`src/cpt_pkg.sv`:
```
package cpt_pkg;
  // Register offsets
  localparam logic [7:0] OFS_DEBUG = 8'hC0;
  localparam logic [7:0] OFS_CONFIG = 8'hC2;
  localparam logic [7:0] OFS_CONTROL = 8'hC3;
  localparam logic [7:0] OFS_IRQ_STATUS = 8'hC5;
  localparam logic [7:0] OFS_IRQ_MASK = 8'hC6;
  localparam logic [7:0] OFS_INDIRECT = 8'hC7;
  // Reset values
  localparam logic [7:0] RST_DEBUG = 8'h00;
  localparam logic [7:0] RST_CONFIG = 8'h82;
  localparam logic [7:0] RST_CONTROL = 8'h00;
  // Debug register fields
  localparam int DBG_EARLY_OFF = 4;
  localparam int DBG_CHKSUM = 3;
  localparam int DBG_FC_TEST = 2;
  localparam int DBG_TMR_FAST = 1;
  localparam int DBG_BUS_FAST = 0;
  // Config register fields
  localparam int CFG_ENHANCED_LINK_VERIFY = 7;
  localparam int CFG_ENH_SIG = 6;
  localparam int CFG_RPTR = 5;
  localparam int CFG_POL_HI = 4;
  localparam int CFG_POL_LO = 3;
  localparam int CFG_WAIT = 2;
  localparam int CFG_DET_Q = 1;
  localparam int CFG_MUTE = 0;
  // Control register field
  localparam int CTL_ENC_EN = 2;
  // Interrupt status fields
  localparam int IRQ_DETECT = 0;
  localparam int IRQ_INTEGRITY = 1;
  // Encryption policy codes
  typedef enum logic [1:0] {
    POL_AUTH = 2'h0,
    POL_REG = 2'h1,
    POL_ALWAYS = 2'h2,
    POL_INBAND = 2'h3
  } cpt_policy_t;
  // Frame cadence masks (period minus one)
  localparam logic [6:0] VERIFY_MASK_NORM = 7'h0F;
  localparam logic [6:0] VERIFY_MASK_TEST = 7'h01;
  localparam logic [6:0] INTEG_MASK_NORM = 7'h7F;
  localparam logic [6:0] INTEG_MASK_TEST = 7'h0F;
  // Start-up wait timing
  localparam int CLK_HZ = 20_000_000;
  localparam int WAIT_MS = 100;
  localparam int WAIT_CYCLES = CLK_HZ / 1000 * WAIT_MS;
  localparam int SPEEDUP_SHIFT = 10;
endpackage

```
`src/cpt_line_checksum.sv`:
```
module cpt_line_checksum
  import cpt_pkg::*;
#(
  parameter int CHANNELS = 3
) (
  // Clock and reset
  input wire logic clk,
  input wire logic reset,
  // Video line
  input wire logic enable,
  input wire logic pix_valid,
  input wire logic [8*CHANNELS-1:0] pix_data,
  input wire logic line_end,
  // Checksum out
  output logic sum_valid,
  output logic [8*CHANNELS-1:0] sum_data
);
  // Running ones-complement sum per channel
  logic [8*CHANNELS-1:0] acc;

  // Marks the checksum beat after each line
  always_ff @(posedge clk) begin
    if (reset) begin
      sum_valid <= 1'b0;
    end else begin
      sum_valid <= enable && line_end;
    end
  end

  genvar ch;
  generate
    for (ch = 0; ch < CHANNELS; ch++) begin : g_chan
      // Sum with end-around carry
      logic [8:0] raw;
      assign raw = {1'b0, acc[8*ch+:8]} + {1'b0, pix_data[8*ch+:8]};
      // Accumulate, then emit complement and restart at line end
      always_ff @(posedge clk) begin
        if (reset) begin
          acc[8*ch+:8] <= 8'h00;
          sum_data[8*ch+:8] <= 8'h00;
        end else if (line_end) begin
          sum_data[8*ch+:8] <= ~acc[8*ch+:8];
          acc[8*ch+:8] <= 8'h00;
        end else if (pix_valid) begin
          acc[8*ch+:8] <= raw[7:0] + {7'h00, raw[8]};
        end
      end
    end
  endgenerate
endmodule

```
`src/cpt_config.sv`:
```
// Summary of operation
// - Check integrity value around frame 128
// - Ones-complement checksum per channel after lines
// - Test cadence: verify every 2, integrity 16
// - Normal cadence: verify every 16, integrity 128
// - Timer speed-up accelerates authentication timers
// - Fast bus timing bit, mirrored indirectly
// - Enhanced link verify gates 16th frame check
// - Signalling select: enhanced or original style
// - Repeater enable turns on repeater steps
// - Two-bit field selects encryption policy
// - Optional 100 ms start-up wait
// - Detect interrupt optionally needs receive lock
// - Stream mute ignores encryption status controls
// - Always-encrypt makes enable read one
// - Encrypt if authenticated, else blue screen (always mode, or register/inband policy when enabled)
module cpt_config
  import cpt_pkg::*;
#(
  parameter int WAIT_COUNT = WAIT_CYCLES,
  parameter int CHANNELS = 3
) (
  // Clock and reset
  input wire logic clk,
  input wire logic reset,
  // Register port
  input wire logic [7:0] reg_addr,
  input wire logic [7:0] reg_wdata,
  input wire logic reg_write,
  input wire logic reg_read,
  output logic [7:0] reg_rdata,
  // Interrupt
  output logic irq,
  // Link and video events
  input wire logic frame_start,
  input wire logic authenticated,
  input wire logic inband_encrypt,
  input wire logic rx_detect,
  input wire logic rx_lock,
  input wire logic wait_start,
  // Video line for checksums
  input wire logic pix_valid,
  input wire logic [8*CHANNELS-1:0] pix_data,
  input wire logic line_end,
  output logic sum_valid,
  output logic [8*CHANNELS-1:0] sum_data,
  // Cadence pulses
  output logic verify_tick,
  output logic verify_check,
  output logic integrity_tick,
  output logic early_check,
  // Mode outputs
  output logic timer_accelerate,
  output logic bus_fast_timing,
  output logic enhanced_status_signalling,
  output logic repeater_enable,
  output logic encrypt_active,
  output logic blue_screen,
  output logic mute_active,
  output logic wait_done
);
  // Software registers
  logic [7:0] protect_debug;
  logic [7:0] protect_config;
  logic enc_enable;
  logic [1:0] irq_status;
  logic [1:0] irq_mask;
  // Copies applied at frame start
  logic [7:0] act_debug;
  logic [7:0] act_config;
  logic act_enc;
  logic frame_inband;
  cpt_policy_t policy;
  // Frame counter and derived next value
  logic [6:0] frame_cnt;
  logic [6:0] next_frame;
  logic [6:0] vmask;
  logic [6:0] imask;
  // Detect qualification and edge
  logic detect_q;
  logic detect_prev;
  logic detect_rise;
  // Start-up wait counter
  logic [31:0] wait_cnt;
  logic waiting;
  logic [31:0] wait_len;
  // Events feeding the status register
  logic [1:0] irq_event;
  logic enc_read;

  assign policy = cpt_policy_t'(act_config[CFG_POL_HI:CFG_POL_LO]);
  // Enable reads one while always-encrypt is selected
  assign enc_read = enc_enable ||
    (protect_config[CFG_POL_HI:CFG_POL_LO] == POL_ALWAYS);

  // Configuration and debug registers hold until rewritten
  always_ff @(posedge clk) begin
    if (reset) begin
      protect_debug <= RST_DEBUG;
      protect_config <= RST_CONFIG;
    end else if (reg_write) begin
      if (reg_addr == OFS_DEBUG) begin
        protect_debug <= {3'h0, reg_wdata[4:0]};
      end
      if (reg_addr == OFS_CONFIG) begin
        protect_config <= reg_wdata;
      end
    end
  end

  // Encryption enable, frozen while always-encrypt is chosen
  always_ff @(posedge clk) begin
    if (reset) begin
      enc_enable <= RST_CONTROL[CTL_ENC_EN];
    end else if (reg_write && reg_addr == OFS_CONTROL &&
        protect_config[CFG_POL_HI:CFG_POL_LO] != POL_ALWAYS) begin
      enc_enable <= reg_wdata[CTL_ENC_EN];
    end
  end

  // Interrupt mask register
  always_ff @(posedge clk) begin
    if (reset) begin
      irq_mask <= 2'h0;
    end else if (reg_write && reg_addr == OFS_IRQ_MASK) begin
      irq_mask <= reg_wdata[1:0];
    end
  end

  // Sticky status, write one clears, a new event wins
  always_ff @(posedge clk) begin
    if (reset) begin
      irq_status <= 2'h0;
    end else begin
      irq_status <= (irq_status &
        ~((reg_write && reg_addr == OFS_IRQ_STATUS) ?
          reg_wdata[1:0] : 2'h0)) | irq_event;
    end
  end

  // Interrupt line from unmasked status
  always_ff @(posedge clk) begin
    if (reset) begin
      irq <= 1'b0;
    end else begin
      irq <= |(irq_status & irq_mask);
    end
  end

  // Read data one cycle after the strobe
  always_ff @(posedge clk) begin
    if (reset) begin
      reg_rdata <= 8'h00;
    end else if (reg_read) begin
      case (reg_addr)
        OFS_DEBUG: reg_rdata <= protect_debug;
        OFS_CONFIG: reg_rdata <= protect_config;
        OFS_CONTROL: reg_rdata <= {5'h00, enc_read, 2'h0};
        OFS_IRQ_STATUS: reg_rdata <= {6'h00, irq_status};
        OFS_IRQ_MASK: reg_rdata <= {6'h00, irq_mask};
        OFS_INDIRECT: reg_rdata <=
          {7'h00, protect_debug[DBG_BUS_FAST]};
        default: reg_rdata <= 8'h00;
      endcase
    end else begin
      reg_rdata <= 8'h00;
    end
  end

  // Mode settings take effect at the next frame boundary; detect qualification and start-up wait use the live registers
  always_ff @(posedge clk) begin
    if (reset) begin
      act_debug <= RST_DEBUG;
      act_config <= RST_CONFIG;
      act_enc <= 1'b0;
      frame_inband <= 1'b0;
    end else if (frame_start) begin
      act_debug <= protect_debug;
      act_config <= protect_config;
      act_enc <= enc_read;
      frame_inband <= inband_encrypt;
    end
  end

  // Cadence masks chosen by the test bit
  always_comb begin
    next_frame = frame_cnt + 7'h01;
    if (act_debug[DBG_FC_TEST]) begin
      vmask = VERIFY_MASK_TEST;
      imask = INTEG_MASK_TEST;
    end else begin
      vmask = VERIFY_MASK_NORM;
      imask = INTEG_MASK_NORM;
    end
  end

  // Frame counter
  always_ff @(posedge clk) begin
    if (reset) begin
      frame_cnt <= 7'h00;
    end else if (frame_start) begin
      frame_cnt <= next_frame;
    end
  end

  // Verification and integrity pulses on frame boundaries
  always_ff @(posedge clk) begin
    if (reset) begin
      verify_tick <= 1'b0;
      verify_check <= 1'b0;
      integrity_tick <= 1'b0;
      early_check <= 1'b0;
    end else begin
      verify_tick <= frame_start && ((next_frame & vmask) == 7'h00);
      verify_check <= frame_start && act_config[CFG_ENHANCED_LINK_VERIFY] &&
        ((next_frame & vmask) == 7'h00);
      integrity_tick <= frame_start &&
        ((next_frame & imask) == 7'h00);
      // Early check lands on the frame just before the integrity frame
      early_check <= frame_start && !act_debug[DBG_EARLY_OFF] &&
        ((next_frame & imask) == imask);
    end
  end

  // Static mode outputs
  always_ff @(posedge clk) begin
    if (reset) begin
      timer_accelerate <= 1'b0;
      bus_fast_timing <= 1'b0;
      enhanced_status_signalling <= 1'b0;
      repeater_enable <= 1'b0;
      mute_active <= 1'b0;
    end else begin
      timer_accelerate <= act_debug[DBG_TMR_FAST];
      bus_fast_timing <= act_debug[DBG_BUS_FAST];
      enhanced_status_signalling <= act_config[CFG_ENH_SIG];
      repeater_enable <= act_config[CFG_RPTR];
      mute_active <= act_config[CFG_MUTE];
    end
  end

  // Encryption decision, held still while muted
  always_ff @(posedge clk) begin
    if (reset) begin
      encrypt_active <= 1'b0;
      blue_screen <= 1'b0;
    end else if (!act_config[CFG_MUTE]) begin
      case (policy)
        POL_AUTH: begin
          encrypt_active <= authenticated;
          blue_screen <= 1'b0;
        end
        POL_REG: begin
          encrypt_active <= act_enc && authenticated;
          blue_screen <= act_enc && !authenticated;
        end
        POL_ALWAYS: begin
          encrypt_active <= authenticated;
          blue_screen <= !authenticated;
        end
        POL_INBAND: begin
          encrypt_active <= frame_inband && authenticated;
          blue_screen <= frame_inband && !authenticated;
        end
        default: begin
          encrypt_active <= 1'b0;
          blue_screen <= 1'b0;
        end
      endcase
    end
  end

  // Qualified receiver detect and its rising edge
  assign detect_q = rx_detect &&
    (!protect_config[CFG_DET_Q] || rx_lock);
  assign detect_rise = detect_q && !detect_prev;
  assign irq_event = {integrity_tick, detect_rise};

  // Remembers previous qualified detect
  always_ff @(posedge clk) begin
    if (reset) begin
      detect_prev <= 1'b0;
    end else begin
      detect_prev <= detect_q;
    end
  end

  // Wait length, shortened under timer speed-up
  assign wait_len = protect_debug[DBG_TMR_FAST] ?
    32'(WAIT_COUNT >> SPEEDUP_SHIFT) : 32'(WAIT_COUNT);

  // Start-up wait: immediate unless enabled
  always_ff @(posedge clk) begin
    if (reset) begin
      waiting <= 1'b0;
      wait_cnt <= 32'h0;
      wait_done <= 1'b0;
    end else if (wait_start) begin
      waiting <= protect_config[CFG_WAIT];
      wait_cnt <= 32'h1;
      wait_done <= !protect_config[CFG_WAIT];
    end else if (waiting) begin
      wait_cnt <= wait_cnt + 32'h1;
      // Comparing count plus one raises done on the edge where the count reaches the wait length
      wait_done <= (wait_cnt + 32'h1 >= wait_len);
      waiting <= (wait_cnt + 32'h1 < wait_len);
    end else begin
      wait_done <= 1'b0;
    end
  end

  // Per-line channel checksums
  cpt_line_checksum #(
    .CHANNELS(CHANNELS)
  ) u_checksum (
    .clk(clk),
    .reset(reset),
    .enable(act_debug[DBG_CHKSUM]),
    .pix_valid(pix_valid),
    .pix_data(pix_data),
    .line_end(line_end),
    .sum_valid(sum_valid),
    .sum_data(sum_data)
  );

  a_integ_cadence: assert property (
    @(posedge clk) disable iff (reset)
    integrity_tick |-> $past(frame_start) && frame_cnt[3:0] == 4'h0)
    else $error("integrity tick off cadence");
  a_early_place: assert property (
    @(posedge clk) disable iff (reset)
    early_check |-> $past(frame_start) && frame_cnt[3:0] == 4'hF)
    else $error("early check off its frame");
  a_early_skip: assert property (
    @(posedge clk) disable iff (reset)
    early_check |-> !$past(act_debug[DBG_EARLY_OFF]))
    else $error("early check while disabled");
  a_verify_test: assert property (
    @(posedge clk) disable iff (reset)
    verify_tick && $past(act_debug[DBG_FC_TEST]) |-> !frame_cnt[0])
    else $error("verify tick not every 2");
  a_verify_norm: assert property (
    @(posedge clk) disable iff (reset)
    verify_tick && !$past(act_debug[DBG_FC_TEST]) |->
      frame_cnt[3:0] == 4'h0)
    else $error("verify tick not every 16");
  a_lv_gate: assert property (
    @(posedge clk) disable iff (reset)
    verify_check |-> verify_tick && $past(act_config[CFG_ENHANCED_LINK_VERIFY]))
    else $error("verify check without enhanced");
  a_always_read: assert property (
    @(posedge clk) disable iff (reset)
    reg_read && reg_addr == OFS_CONTROL &&
      protect_config[4:3] == 2'h2 |=> reg_rdata[CTL_ENC_EN])
    else $error("enable not one in always mode");
  a_blue_auth: assert property (
    @(posedge clk) disable iff (reset)
    blue_screen |-> !encrypt_active)
    else $error("blue screen while encrypting");
  a_mute_hold: assert property (
    @(posedge clk) disable iff (reset)
    $past(act_config[CFG_MUTE]) |-> $stable(encrypt_active))
    else $error("encryption moved during mute");
  a_wait_skip: assert property (
    @(posedge clk) disable iff (reset)
    wait_start && !protect_config[CFG_WAIT] |=> wait_done)
    else $error("wait applied when disabled");
  a_detect_lock: assert property (
    @(posedge clk) disable iff (reset)
    detect_rise && protect_config[CFG_DET_Q] |-> rx_lock ##1
      irq_status[IRQ_DETECT])
    else $error("detect irq without lock");
endmodule

```
`config.mk`:
```
export PLATFORM = sky130hd
export DESIGN_NAME = cpt_config
export DESIGN_NICKNAME = d
export VERILOG_FILES = /design/src/cpt_pkg.sv /design/src/cpt_line_checksum.sv /design/src/cpt_config.sv
export SDC_FILE = /design/constraint.sdc
export NUM_CORES = 1
export LEC_CHECK = 0
export ABC_AREA = 1
export BUFFER_PORTS_ARGS = -buffer_cell sky130_fd_sc_hd__buf_2
export CORE_MARGIN = 2
export CORE_UTILIZATION = 63
export DETAILED_ROUTE_END_ITERATION = 8
export PLACE_DENSITY = 0.91
export SLEW_MARGIN = 20
export SYNTH_ARGS = -nofsm -noshare
export SYNTH_HDL_FRONTEND = slang
export SYNTH_SLANG_ARGS = --single-unit
```
`constraint.sdc`:
```
create_clock -name clk -period 4.2 [get_ports clk]
set_input_delay 0.84 -clock clk [delete_from_list [all_inputs] [get_ports clk]]
set_output_delay 0.84 -clock clk [all_outputs]
set_load 0.03 [all_outputs]
```
==> impl_summary.txt, run 1 <==
----------------------------------------------------
[Power and ir drop]
  Sw frac ... 27.0%
  P_int ... 2.42 mW
  PD cells ... 367 mW/mm²
  Combinational Power Share ... 11.1%
  Clock power share ... 45.8%
  Switching pwr ... 0.895 mW
  Static Leak ... 4.39 nW
  Worst IR drop on VDD ... 0.276 mV
  Register share of total power ... 43.1%

[Clock network]
  Clk pin slew, worst setup/hold paths ... 0.06 ns
  Number of buffers inserted by hold repair at cts ... 0
  H-tree levels ... 4
  Num Clock Sinks ... 142
  Number of buffers inserted during clock tree synthesis ... 17
  Clk Tree Root Cell ... clkbuf_16
  Clock Path Buffers ... 2
  CTS resizes ... 0
  TritonCTS clock tree ... done
  Insertion delay to the later sink of the worst-skew pair ... 0.43 ns
  Buffers inserted by post-CTS timing repair ... 0

[Yosys]
  YS warnings ... 0
  Cell variety after synth ... 40
  Number of cells produced by synthesis ... 1128
  Number of nets produced by synthesis ... 1226
  Most repeated cell in the gate-level netlist after synthesis ... nand2_1
  Top post-synthesis cells by area ... dfxtp_1 (36%), nand2_1 (11%), inv_1 (7.4%)
  Flops & latches, synth ... 142
  Portion of the post-synthesis area used by sequential elements ... 36.3%
  Area share of the largest cell type after synthesis ... 36.3%
  Post-synthesis average cell area ... 6.95 µm²
  Flip-flop cell with the highest count after synthesis ... dfxtp_1
  EDFF count, synth ... 0
  Synthesized cell area ... 0.00784 mm²
  Most numerous cell types in the synthesized netlist ... nand2_1 (234), inv_1 (155), dfxtp_1 (142)
  Leading area contributor after synthesis ... dfxtp_1
  Synth async-reset ratio ... 0%

[Global route]
  First-pass GRT wire length ... 32600 µm
  Maximum number of pins on one net before global-route repair ... 38
  GR Layer Usage met3 ... 7.06%
  Vias in the first global route ... 7176
  Met1 Resource Use GR ... 37.9%
  Busiest layer in global routing ... met2
  Initial antenna violation count ... 0
  Met2 track utilization from global routing ... 51.4%
  Total congestion overflow after global routing ... 0
  Total global-route track usage ... 30.5%

[Flow run]
  Total of max-cap violations ... 0

[Placed design]
  Placer congestion estimate ... 0.971
  Number of port buffers ... 97
  Dpl hpwl ... 13900 µm
  Placement Cell Area ... 0.00844 mm²
  Number of instances in the placed design ... 1366

[Hold path]
  Hold Path Class ... register to register
  Hold Crit Start ... act_debug[1]

[STA]
  Count of endpoints failing hold in the final timing report ... 0
  RSZ-0062 raised after global routing ... no
  Smallest hold slack ... 0.419 ns
  Final setup skew ... 0.00670 ns
  Normalized max-slew margin ... 32.2%
  Post-Route Setup TNS ... 0 ns
  Share of the clock period used by the worst path after layout ... 72.2%
  Transition time at the pin with the least slew margin ... 1.02 ns
  Peak clock frequency supported by timing ... 330 MHz
  Number of setup violations in the final report ... 0
  Final Critical Period ... 3.03 ns
  Final Max Tran Viols ... 0

[Floorplan]
  Initial core utilization ... 65.0%
  Die boundary height ... 116 µm
  Total die area ... 0.0134 mm²
  I/O Pins ... 98
  Die Wd ... 116 µm
  Core ar. ... 0.0121 mm²
  Number of core rows ... 40

[Worst setup path]
  Crit path kind ... input pin to register
  Launching instance or port of the critical path ... pix_data[0]
  Endpoint kind of the worst setup timing path ... register
  Maximum fanout count along the critical path ... 2
  Reg2reg start ... wait_cnt[1]
  Arrival time at the worst endpoint ... 3.35 ns
  Critical path launch point type ... input pin
  Req. time, crit path ... 4.52 ns

[Routing]
  Via count of the routed design ... 7620
  Router iterations before antenna repair ... 6
  Antenna violation net count after detailed routing ... 0
  Final routed wirelength across all metal layers ... 19500 µm
  Wirelength per Cell ... 14.0 µm
  Number of remaining DRC errors ... 0
  Starting DRC count in detailed routing ... 555
  DR vias/cell ... 5.45

[Finish]
  Area used by multi-input combinational logic ... 0.00428 mm²
  Filler Cells Inserted ... 899
  Register cell area after layout ... 0.00284 mm²
  Layout Cells excl Fill ... 1399
  Area growth, synth to finish ... 15.3%
  Ratio of cells with drive above 1 in the final layout ... 13.6%
  Net count of the finished layout ... 1315
  Final non-filler cell area ... 0.00904 mm²

[Status]
  Status ... finished, final reports clean

----------------------------------------------------
-- power by group through the flow --
stage	logic, mW	registers (mW)	clock network [mW]
floorplan	0.208	1.50	0
global placement	0.349	1.46	0
detailed placement	0.358	1.46	0
CTS	0.365	1.43	1.52
global route	0.409	1.44	1.59
finish	0.368	1.43	1.52
-- per-layer routing --
metal  routed length [µm]  share of wire, %  up-vias
li1                     -                 -     3834
met1                 8410                43     3492
met2                 9470                48      248
met3                 1200               6.2       46
met4                  456               2.3        0
met5                    0                 0        -
-- final timing paths --
| check | endpoint | slack, ns | depth (start not counted) |
|---|---|---|---|
| hold reg to reg | timer_accelerate | 0.42 | 2 |
| setup reg to reg | wait_done | 1.19 | 18 |
| setup / recovery | u_checksum.acc[7] | 1.17 | 17 |
| hold / removal | timer_accelerate | 0.42 | 2 |
-- worst max-delay path: stages --
cell	delay, ns
buf_2	0.09
ha_1	0.18
fa_1	0.22
nand3_1	0.09
nand3_1	0.14
a21oi_1	0.08
o21bai_1	0.20
a21oi_1	0.10
o21bai_1	0.14
ha_1	0.18
nand2_1	0.07
nor4_1	0.41
nand2_1	0.15
o21ai_0	0.16
nand2_1	0.06
o21ai_0	0.18
inv_1	0.06
-- sequential cells by signal (all words and copies together), names as in the netlist, 2 cells and up --
name                 cells
act_config               6
act_debug                5
frame_cnt                7
irq_mask                 2
irq_status               2
protect_config           8
protect_debug            5
reg_rdata                8
u_checksum.acc          24
u_checksum.sum_data     24
wait_cnt                32
-- area by class of cell --
cell class | count | share of cell area (%)
multi-input cells | 796 | 47.3
flip-flops and latches | 142 | 31.4
inverters | 159 | 6.60
repair buffers | 101 | 5.70
clock buffers | 18 | 4.86
well taps | 168 | 2.32
clock inverters | 14 | 1.74
diodes | 1 | 0.0277
-- stage by stage --
step,util (%),worst slack [ns],power [mW]
floorplan,-,1.11,1.71
global placement,70.0,0.874,1.81
detailed placement,70.0,0.801,1.82
CTS,75.0,1.20,3.32
global route,75.0,0.838,3.43
finish,75.0,1.17,3.32
-- placed cells by master (no fill, tap or decap), types with 12 or more instances in the layout --
cell,count
nand2_1,234
inv_1,155
dfxtp_1,142
nor2_1,125
o21ai_0,114
buf_2,97
a21oi_1,90
nand3_1,48
ha_1,43
xor2_1,30
nand4_1,17
clkbuf_16,17
o211ai_1,13
xnor2_1,12
-- cells by family (layout without fill, tap and decap cells) --
group	Yosys count	count (layout)	share of synthesized area, %
other	0	1	0
and+or+nand+nor	474	474	26.3
AOI/OAI and AO/OA	234	234	15.9
adders and majority gates	46	46	7.63
buffers and inverters	190	292	9.21
DFF	142	142	36.3
xor gates and xnor gates	42	42	4.69
Note: power is estimated with default switching activity, not from simulation.
==> inputs of run 2 (changes only) <==
--- a/config.mk
+++ b/config.mk
@@ -8,9 +8,9 @@
 export ABC_AREA = 1
 export BUFFER_PORTS_ARGS = -buffer_cell sky130_fd_sc_hd__buf_2
 export CORE_MARGIN = 2
-export CORE_UTILIZATION = 63
+export CORE_UTILIZATION = 59
 export DETAILED_ROUTE_END_ITERATION = 8
-export PLACE_DENSITY = 0.91
+export PLACE_DENSITY = 0.86
 export SLEW_MARGIN = 20
 export SYNTH_ARGS = -nofsm -noshare
 export SYNTH_HDL_FRONTEND = slang
==> constraint.sdc (replaced) <==
create_clock -name clk -period 2.8 [get_ports clk]
set_input_delay 0.56 -clock clk [delete_from_list [all_inputs] [get_ports clk]]
set_output_delay 0.56 -clock clk [all_outputs]
set_load 0.03 [all_outputs]
==> run 2 against run 1 <==
Critical path depth shrank 3. Combinational power up 65%. Final cell count grew 3.4%. Setup slack worse by 1.0 ns. Clock skew rose by 0.0017 ns. Clock power increased by 42%. Flip-flop and latch count is the same. First-iteration DRC count increased by 13%. Design area is 4.4% higher. Via count increased by 3.4%. Largest power group unchanged. Highest routed layer unchanged.
==> impl_summary.txt, run 2 (synthesis gave the netlist of run 1 again) <==
----------------------------------------------------
[Routing]
  Starting DRC count in detailed routing ... 627 (+13%)
  Via count of the routed design ... 7877 (+3.4%)
  Antenna violation net count after detailed routing ... 0 (unchanged)
  Wirelength per Cell ... 14.3 µm (+2.6%)
  Top layer in use ... met4
  Number of remaining DRC errors ... 0 (unchanged)
  Router iterations before antenna repair ... 6 (unchanged)
  Final routed wirelength across all metal layers ... 20700 µm (+6.1%)
  DR vias/cell ... 5.45 (about the same)
  Met2 WL post-DR ... 10300 µm (+9.2%)
  Routed met3 length ... 1310 µm (+8.8%)
  Length of routed wiring on met1 ... 8450 µm (+0.49%)

[Floorplan]
  Number of core rows ... 42 (+5.0%)
  I/O Pins ... 98 (unchanged)
  Die Wd ... 119 µm (+3.2%)
  Die boundary height ... 119 µm (+3.2%)
  Total die area ... 0.0142 mm² (+6.5%)
  Core ar. ... 0.0131 mm² (+8.5%)
  Initial core utilization ... 59.9% (-5.1 points)

[Worst setup path]
  Total stage count of the critical path ... 14 (-3)
  Endpoint kind of the worst setup timing path ... register
  Req. time, crit path ... 3.11 ns (-1.41 ns)
  Dominant delay contributor by cell family on the critical path ... adder cells
  Capturing point of the worst reg2reg path ... u_checksum.acc[6]
  Maximum fanout count along the critical path ... 3 (+1)
  Sum of buffers and inverters on the critical path ... 0 (-2)
  Reg2reg path depth ... 14 (-4)
  Worst-path cell chain ... ha_2 > fa_1 > nand3_1 > nand3_1 > a21oi_1 > o21bai_1 > a21oi_1 > o21bai_1 > ha_1 > ha_1 > nand4_1 > nor3_2 > xor2_1 > a21oi_1
  Reg2reg start ... u_checksum.acc[0]
  Critical path launch point type ... register
  Setup slack on the worst flop-to-flop path ... 0.15 ns (-1.04 ns)
  Critical-path top delay cell ... fa_1
  Arrival time at the worst endpoint ... 2.96 ns (-0.39 ns)
  Worst setup path end ... u_checksum.acc[6]
  Crit path kind ... register to register
  Biggest cell delay along the critical path ... 0.40 ns (about the same)
  Launching instance or port of the critical path ... u_checksum.acc[0]
  Dominant cell type by count on the critical path ... a21oi_1

[Clock network]
  TritonCTS clock tree ... done
  Number of buffers inserted by hold repair at cts ... 0 (unchanged)
  Clk pin slew, worst setup/hold paths ... 0.06 ns (about the same)
  Num Clock Sinks ... 142 (unchanged)
  H-tree levels ... 4 (unchanged)
  Clock Path Buffers ... 2 (unchanged)
  Clk Tree Root Cell ... clkbuf_16
  Insertion delay to the later sink of the worst-skew pair ... 0.43 ns (about the same)
  Number of buffers inserted during clock tree synthesis ... 17 (unchanged)

[Finish]
  Final non-filler cell area ... 0.00944 mm² (+4.4%)
  Leading cell types in the layout, fill and taps excluded ... nand2_1 (232), inv_1 (155), dfxtp_1 (132), nor2_1 (120), o21ai_0 (108)
  Filler Cells Inserted ... 1024 (+14%)
  Max FFs per register ... 32 (unchanged)
  Largest registers ... wait_cnt x32, u_checksum.acc x24, u_checksum.sum_data x24
  Ratio of cells with drive above 1 in the final layout ... 18.7% (+5.2 points)
  Antenna diode count ... 0 (-1)
  Net count of the finished layout ... 1355 (+3.0%)
  Area growth, synth to finish ... 20.4%
  Largest reg by FF count ... wait_cnt
  Layout Cells excl Fill ... 1446 (+3.4%)
  Leading cell type in the layout, fill and taps excluded ... nand2_1

[Placed design]
  Number of instances in the placed design ... 1408 (+3.1%)
  Number of port buffers ... 97 (unchanged)
  Placer congestion estimate ... 0.975 (+0.40%)
  Dpl hpwl ... 14800 µm (+6.2%)
  Placement Cell Area ... 0.00871 mm² (+3.1%)

[Power and ir drop]
  Sw frac ... 27.7% (+0.74 points)
  Static Leak ... 4.58 nW (+4.4%)
  Register share of total power ... 43.7% (+0.6 points)
  Combinational Power Share ... 12.4% (+1.3 points)
  Worst IR drop on VDD ... 0.388 mV (+41%)
  P_int ... 3.55 mW (+47%)
  PD cells ... 521 mW/mm² (+42%)
  Switching pwr ... 1.36 mW (+52%)
  Clock power share ... 43.9% (-1.9 points)

[STA]
  Final setup skew ... 0.00842 ns (+0.00172 ns)
  Final Critical Period ... 2.65 ns
  Count of endpoints failing hold in the final timing report ... 0 (unchanged)
  Normalized max-slew margin ... 46.3% (+14 points)
  Final Max Tran Viols ... 0 (unchanged)
  Number of setup violations in the final report ... 0 (unchanged)
  Post-Route Setup TNS ... 0 ns (unchanged)
  Transition time at the pin with the least slew margin ... 0.803 ns (-0.212 ns)
  Peak clock frequency supported by timing ... 377 MHz
  Share of the clock period used by the worst path after layout ... 94.7%

[Global route]
  Total congestion overflow after global routing ... 0 (unchanged)
  Maximum number of pins on one net before global-route repair ... 30 (-21%)
  Initial antenna violation count ... 1 (+1)
  First-pass GRT wire length ... 33500 µm (+2.9%)
  Total global-route track usage ... 29.0% (-1.5 points)
  Vias in the first global route ... 7458 (+3.9%)

[Hold path]
  Hold Path Class ... input pin to register

[Status]
  Status ... finished, final reports clean

[Flow run]
  Total of max-cap violations ... 0 (unchanged)

----------------------------------------------------
-- run 2: worst min-delay path, stage by stage --
cell and delay, ns:
buf_2 0.08, nor2_1 0.03, nor2_1 0.08
-- run 2: how the worst min path moves through the flow --
| stage | slack (ns) | cells after the start | from | endpoint |
|---|---|---|---|---|
| 2_1_floorplan | 0.40 | 2 | act_config[6] | enhanced_status_signalling |
| 6_report | 0.36 | 3 | inband_encrypt | frame_inband |
| 3_5_place_dp | 0.41 | 2 | act_debug[1] | timer_accelerate |
| 3_3_place_gp | 0.41 | 2 | act_config[6] | enhanced_status_signalling |
| 4_1_cts | 0.35 | 3 | inband_encrypt | frame_inband |
| 5_1_grt | 0.40 | 3 | inband_encrypt | frame_inband |
-- run 2: routing by layer --
layer | track usage, % | vias to the layer above
met5 | 0 | -
met1 | 33.6 | 3586
met4 | 12.4 | 0
met3 | 6.70 | 65
met2 | 51.1 | 317
li1 | - | 3909
-- run 2: what timing repair did --
action | 4_1_cts | 5_1_grt
setup buffers | 0 | 6
resized for setup | 0 | 41
setup endpoints to repair | 0 | 13
-- run 2: metrics by stage --
step	hold WS [ns]	total power, mW	setup slack, ns	utilization [%]
final	0.355	4.92	0.148	72.1
after detailed placement	0.411	2.76	-0.266	66.6
after global routing	0.400	5.10	-0.127	72.1
after global placement	0.407	2.74	-0.123	66.6
after floorplan	0.400	2.56	0.0177	-
after CTS	0.349	4.90	0.0498	70.8
-- run 2: cell type report --
class | instances | area [µm²] | share of cell area, %
clock inverter | 14 | 130 | 1.38
clock buffer | 18 | 429 | 4.55
multi-input combinational | 796 | 4390 | 46.5
tap | 176 | 220 | 2.33
inverter | 159 | 597 | 6.32
sequential | 142 | 2860 | 30.2
timing repair buffer | 141 | 816 | 8.64
-- run 2: power groups by stage --
stage          clock network (mW)  logic [mW]  registers, mW
2_1_floorplan                   0       0.312           2.25
3_3_place_gp                    0       0.558           2.19
3_5_place_dp                    0       0.575           2.19
4_1_cts                      2.18       0.582           2.15
5_1_grt                      2.27       0.672           2.15
6_report                     2.16       0.609           2.15
==> inputs of run 3 (changes only) <==
--- a/config.mk
+++ b/config.mk
@@ -8,9 +8,10 @@
 export ABC_AREA = 1
 export BUFFER_PORTS_ARGS = -buffer_cell sky130_fd_sc_hd__buf_2
 export CORE_MARGIN = 2
-export CORE_UTILIZATION = 59
+export CORE_UTILIZATION = 53
 export DETAILED_ROUTE_END_ITERATION = 8
-export PLACE_DENSITY = 0.86
+export HOLD_SLACK_MARGIN = 0.08
+export PLACE_DENSITY = 0.82
 export SLEW_MARGIN = 20
 export SYNTH_ARGS = -nofsm -noshare
 export SYNTH_HDL_FRONTEND = slang
==> constraint.sdc (replaced) <==
create_clock -name clk -period 2.2 [get_ports clk]
set_input_delay 0.44 -clock clk [delete_from_list [all_inputs] [get_ports clk]]
set_output_delay 0.44 -clock clk [all_outputs]
set_load 0.03 [all_outputs]
==> run 3 against run 2 <==
The flow now finishes with violations (negative setup slack). Critical path depth is 1 higher. Fmax is 4.6% lower. Register-to-register slack worse by 0.73 ns. Sequential share of layout area is 4.0 points lower. Die area is 11% higher. Setup slack worse by 0.73 ns. Count of clock-buffer cells in the layout is 4 higher. Via count is 16% higher. Clock skew is 0.0035 ns higher. Flip-flop and latch count stayed put. Critical path type unchanged.
==> impl_summary.txt, run 3 (synthesis gave the netlist of run 1 again) <==
----------------------------------------------------
[Worst setup path]
  Critical path launch point type ... register
  Arrival time at the worst endpoint ... 3.11 ns (+0.15 ns)
  Endpoint kind of the worst setup timing path ... register
  Req. time, crit path ... 2.53 ns (-0.58 ns)
  Crit path kind ... register to register
  Maximum fanout count along the critical path ... 3 (unchanged)

[STA]
  Number of setup violations in the final report ... 25 (+25)
  Share of the clock period used by the worst path after layout ... 126% (+32 points)
  Peak clock frequency supported by timing ... 360 MHz (-4.6%)
  Final worst-path setup slack ... -0.579 ns (-0.728 ns)
  Count of endpoints failing hold in the final timing report ... 0 (unchanged)
  Transition time at the pin with the least slew margin ... 0.990 ns (+0.187 ns)
  Final Max Tran Viols ... 0 (unchanged)
  Normalized max-slew margin ... 33.9% (-12 points)
  RSZ-0062 raised after global routing ... yes
  Final Critical Period ... 2.78 ns (+0.128 ns)
  Final setup skew ... 0.0119 ns (+0.00353 ns)

[Finish]
  Max FFs per register ... 32 (unchanged)
  Net count of the finished layout ... 1486 (+9.7%)
  Final Core Density ... 75.7% (+3.5 points)
  Largest registers ... wait_cnt x32, u_checksum.acc x24, u_checksum.sum_data x24
  Area growth, synth to finish ... 39.7%
  Leading cell type in the layout, fill and taps excluded ... nand2_1
  Filler Cells Inserted ... 924 (-9.8%)
  Leading cell types in the layout, fill and taps excluded ... nand2_1 (219), buf_4 (168), inv_1 (151), dfxtp_1 (128), nor2_1 (116)
  Largest reg by FF count ... wait_cnt
  Ratio of cells with drive above 1 in the final layout ... 31.4% (+13 points)

[Floorplan]
  Core ar. ... 0.0145 mm² (+11%)
  Number of core rows ... 44 (+4.8%)
  Total die area ... 0.0158 mm² (+11%)
  Initial core utilization ... 54.2% (-5.8 points)
  I/O Pins ... 98 (unchanged)
  Die boundary height ... 126 µm (+5.3%)
  Die Wd ... 126 µm (+5.3%)

[Routing]
  Final routed wirelength across all metal layers ... 27700 µm (+34%)
  Starting DRC count in detailed routing ... 865 (+38%)
  DR vias/cell ... 5.75 (+5.5%)
  Antenna violation net count after detailed routing ... 0 (unchanged)
  Number of remaining DRC errors ... 0 (unchanged)
  Wirelength per Cell ... 17.5 µm (+22%)
  Router iterations before antenna repair ... 6 (unchanged)
  Via count of the routed design ... 9113 (+16%)

[Clock network]
  Number of buffers inserted during clock tree synthesis ... 17 (unchanged)
  Number of buffers inserted by hold repair at cts ... 0 (unchanged)
  Clk pin slew, worst setup/hold paths ... 0.06 ns (about the same)
  Clock Path Buffers ... 2 (unchanged)
  H-tree levels ... 4 (unchanged)
  Clk Tree Root Cell ... clkbuf_16
  TritonCTS clock tree ... done
  Num Clock Sinks ... 142 (unchanged)
  Insertion delay to the later sink of the worst-skew pair ... 0.43 ns (about the same)

[Global route]
  Vias in the first global route ... 8640 (+16%)
  Maximum number of pins on one net before global-route repair ... 33 (+10%)
  Total congestion overflow after global routing ... 0 (unchanged)
  First-pass GRT wire length ... 39400 µm (+18%)
  Total global-route track usage ... 30.6% (+1.6 points)
  Initial antenna violation count ... 1 (unchanged)

[Placed design]
  Dpl hpwl ... 16200 µm (+9.6%)
  Placer congestion estimate ... 0.950 (-2.5%)
  Number of port buffers ... 97 (unchanged)
  Place WS ... -0.667 ns (-0.401 ns)

[Power and ir drop]
  Worst IR drop on VDD ... 0.660 mV (+70%)
  Static Leak ... 5.34 nW (+16%)
  PD cells ... 613 mW/mm² (+18%)

[Status]
  Status ... finished with violations
  Failing checks ... negative setup slack

[Flow run]
  Total of max-cap violations ... 0 (unchanged)

[Hold path]
  Hold Path Class ... input pin to register

----------------------------------------------------
[run 3: cell types whose count changed in the layout (fill, tap and decap cells not counted), moves of 6 or more]
| cell | previous run | this run |
|---|---|---|
| nand2_1 | 232 | 219 |
| o21ai_1 | 7 | 14 |
| a21oi_2 | 3 | 16 |
| buf_4 | 44 | 168 |
| a21oi_1 | 88 | 75 |
| nand2_2 | 10 | 19 |
| dfxtp_4 | 0 | 7 |
| ha_4 | 2 | 14 |
| buf_6 | 0 | 6 |
| nand3_1 | 46 | 39 |
| ha_1 | 38 | 26 |
| o21ai_0 | 108 | 96 |
[run 3: worst max-delay path, stage by stage (launching register included)]
cell and delay, ns:
dfxtp_4 0.37, ha_4 0.13, fa_2 0.20, a21oi_2 0.06
o21ai_2 0.16, a21oi_2 0.08, o21bai_1 0.31, a21oi_1 0.15
o21bai_1 0.21, ha_2 0.26, nand3_2 0.10, buf_4 0.16
buf_6 0.11, xor2_1 0.18, o21ai_1 0.14, inv_1 0.06
[run 3: path summary, 6_finish.rpt]
kind	start	to	slack [ns]	depth (start not counted)
worst max-delay path	u_checksum.acc[16]	u_checksum.acc[19]	-0.58	15
worst min-delay path	reg_wdata[7]	protect_config[7]	0.26	3
worst max register to register	u_checksum.acc[16]	u_checksum.acc[19]	-0.58	15
worst min register to register	act_config[6]	enhanced_status_signalling	0.42	2
[run 3: final cells by class]
| type | count | area, µm² | share of cell area (%) |
|---|---|---|---|
| Inverter | 159 | 597 | 5.45 |
| Multi-Input combinational cell | 796 | 4830 | 44.1 |
| Clock inverter | 10 | 101 | 0.925 |
| Tap cell | 184 | 230 | 2.10 |
| Timing Repair Buffer | 272 | 1830 | 16.7 |
| Sequential cell | 142 | 2880 | 26.3 |
| Antenna cell | 1 | 2.50 | 0.0228 |
| Clock buffer | 22 | 485 | 4.43 |
[run 3: what timing repair did]
| item | 4_1_cts | 5_1_grt |
|---|---|---|
| setup endpoints to repair | 24 | 25 |
| setup buffers | 27 | 17 |
| resized for setup | 33 | 66 |
| pin swaps | 44 | 31 |
[run 3: power by group]
part	leakage, nW	switching, mW	internal (mW)
Combinational	3.88	0.655	0.434
Clock	0.285	1.20	1.70
Sequential	1.17	0.0693	2.66
[run 3: per-stage QoR]
step / total power [mW] / instances / area, µm² / setup TNS [ns] / hold WS, ns
finish: 6.71 / 1586 / 11000 / -10.26 / 0.258
global route: 6.89 / 1586 / 11000 / -12.19 / 0.284
CTS: 6.54 / 1569 / 10600 / -3.25 / 0.251
detailed placement: 3.68 / 1512 / 9690 / -10.21 / 0.409
global placement: 3.64 / 1512 / 9690 / -8.15 / 0.411
floorplan: 3.30 / 1128 / 8080 / -3.58 / 0.400
[run 3: routing by layer]
metal / up-vias / share of wire (%) / track usage [%]
li1: 4151 / - / -
met1: 4207 / 36 / 35.1
met2: 563 / 49 / 51.7
met3: 192 / 8.6 / 8.11
met4: 0 / 6.5 / 17.3
met5: - / 0 / 0
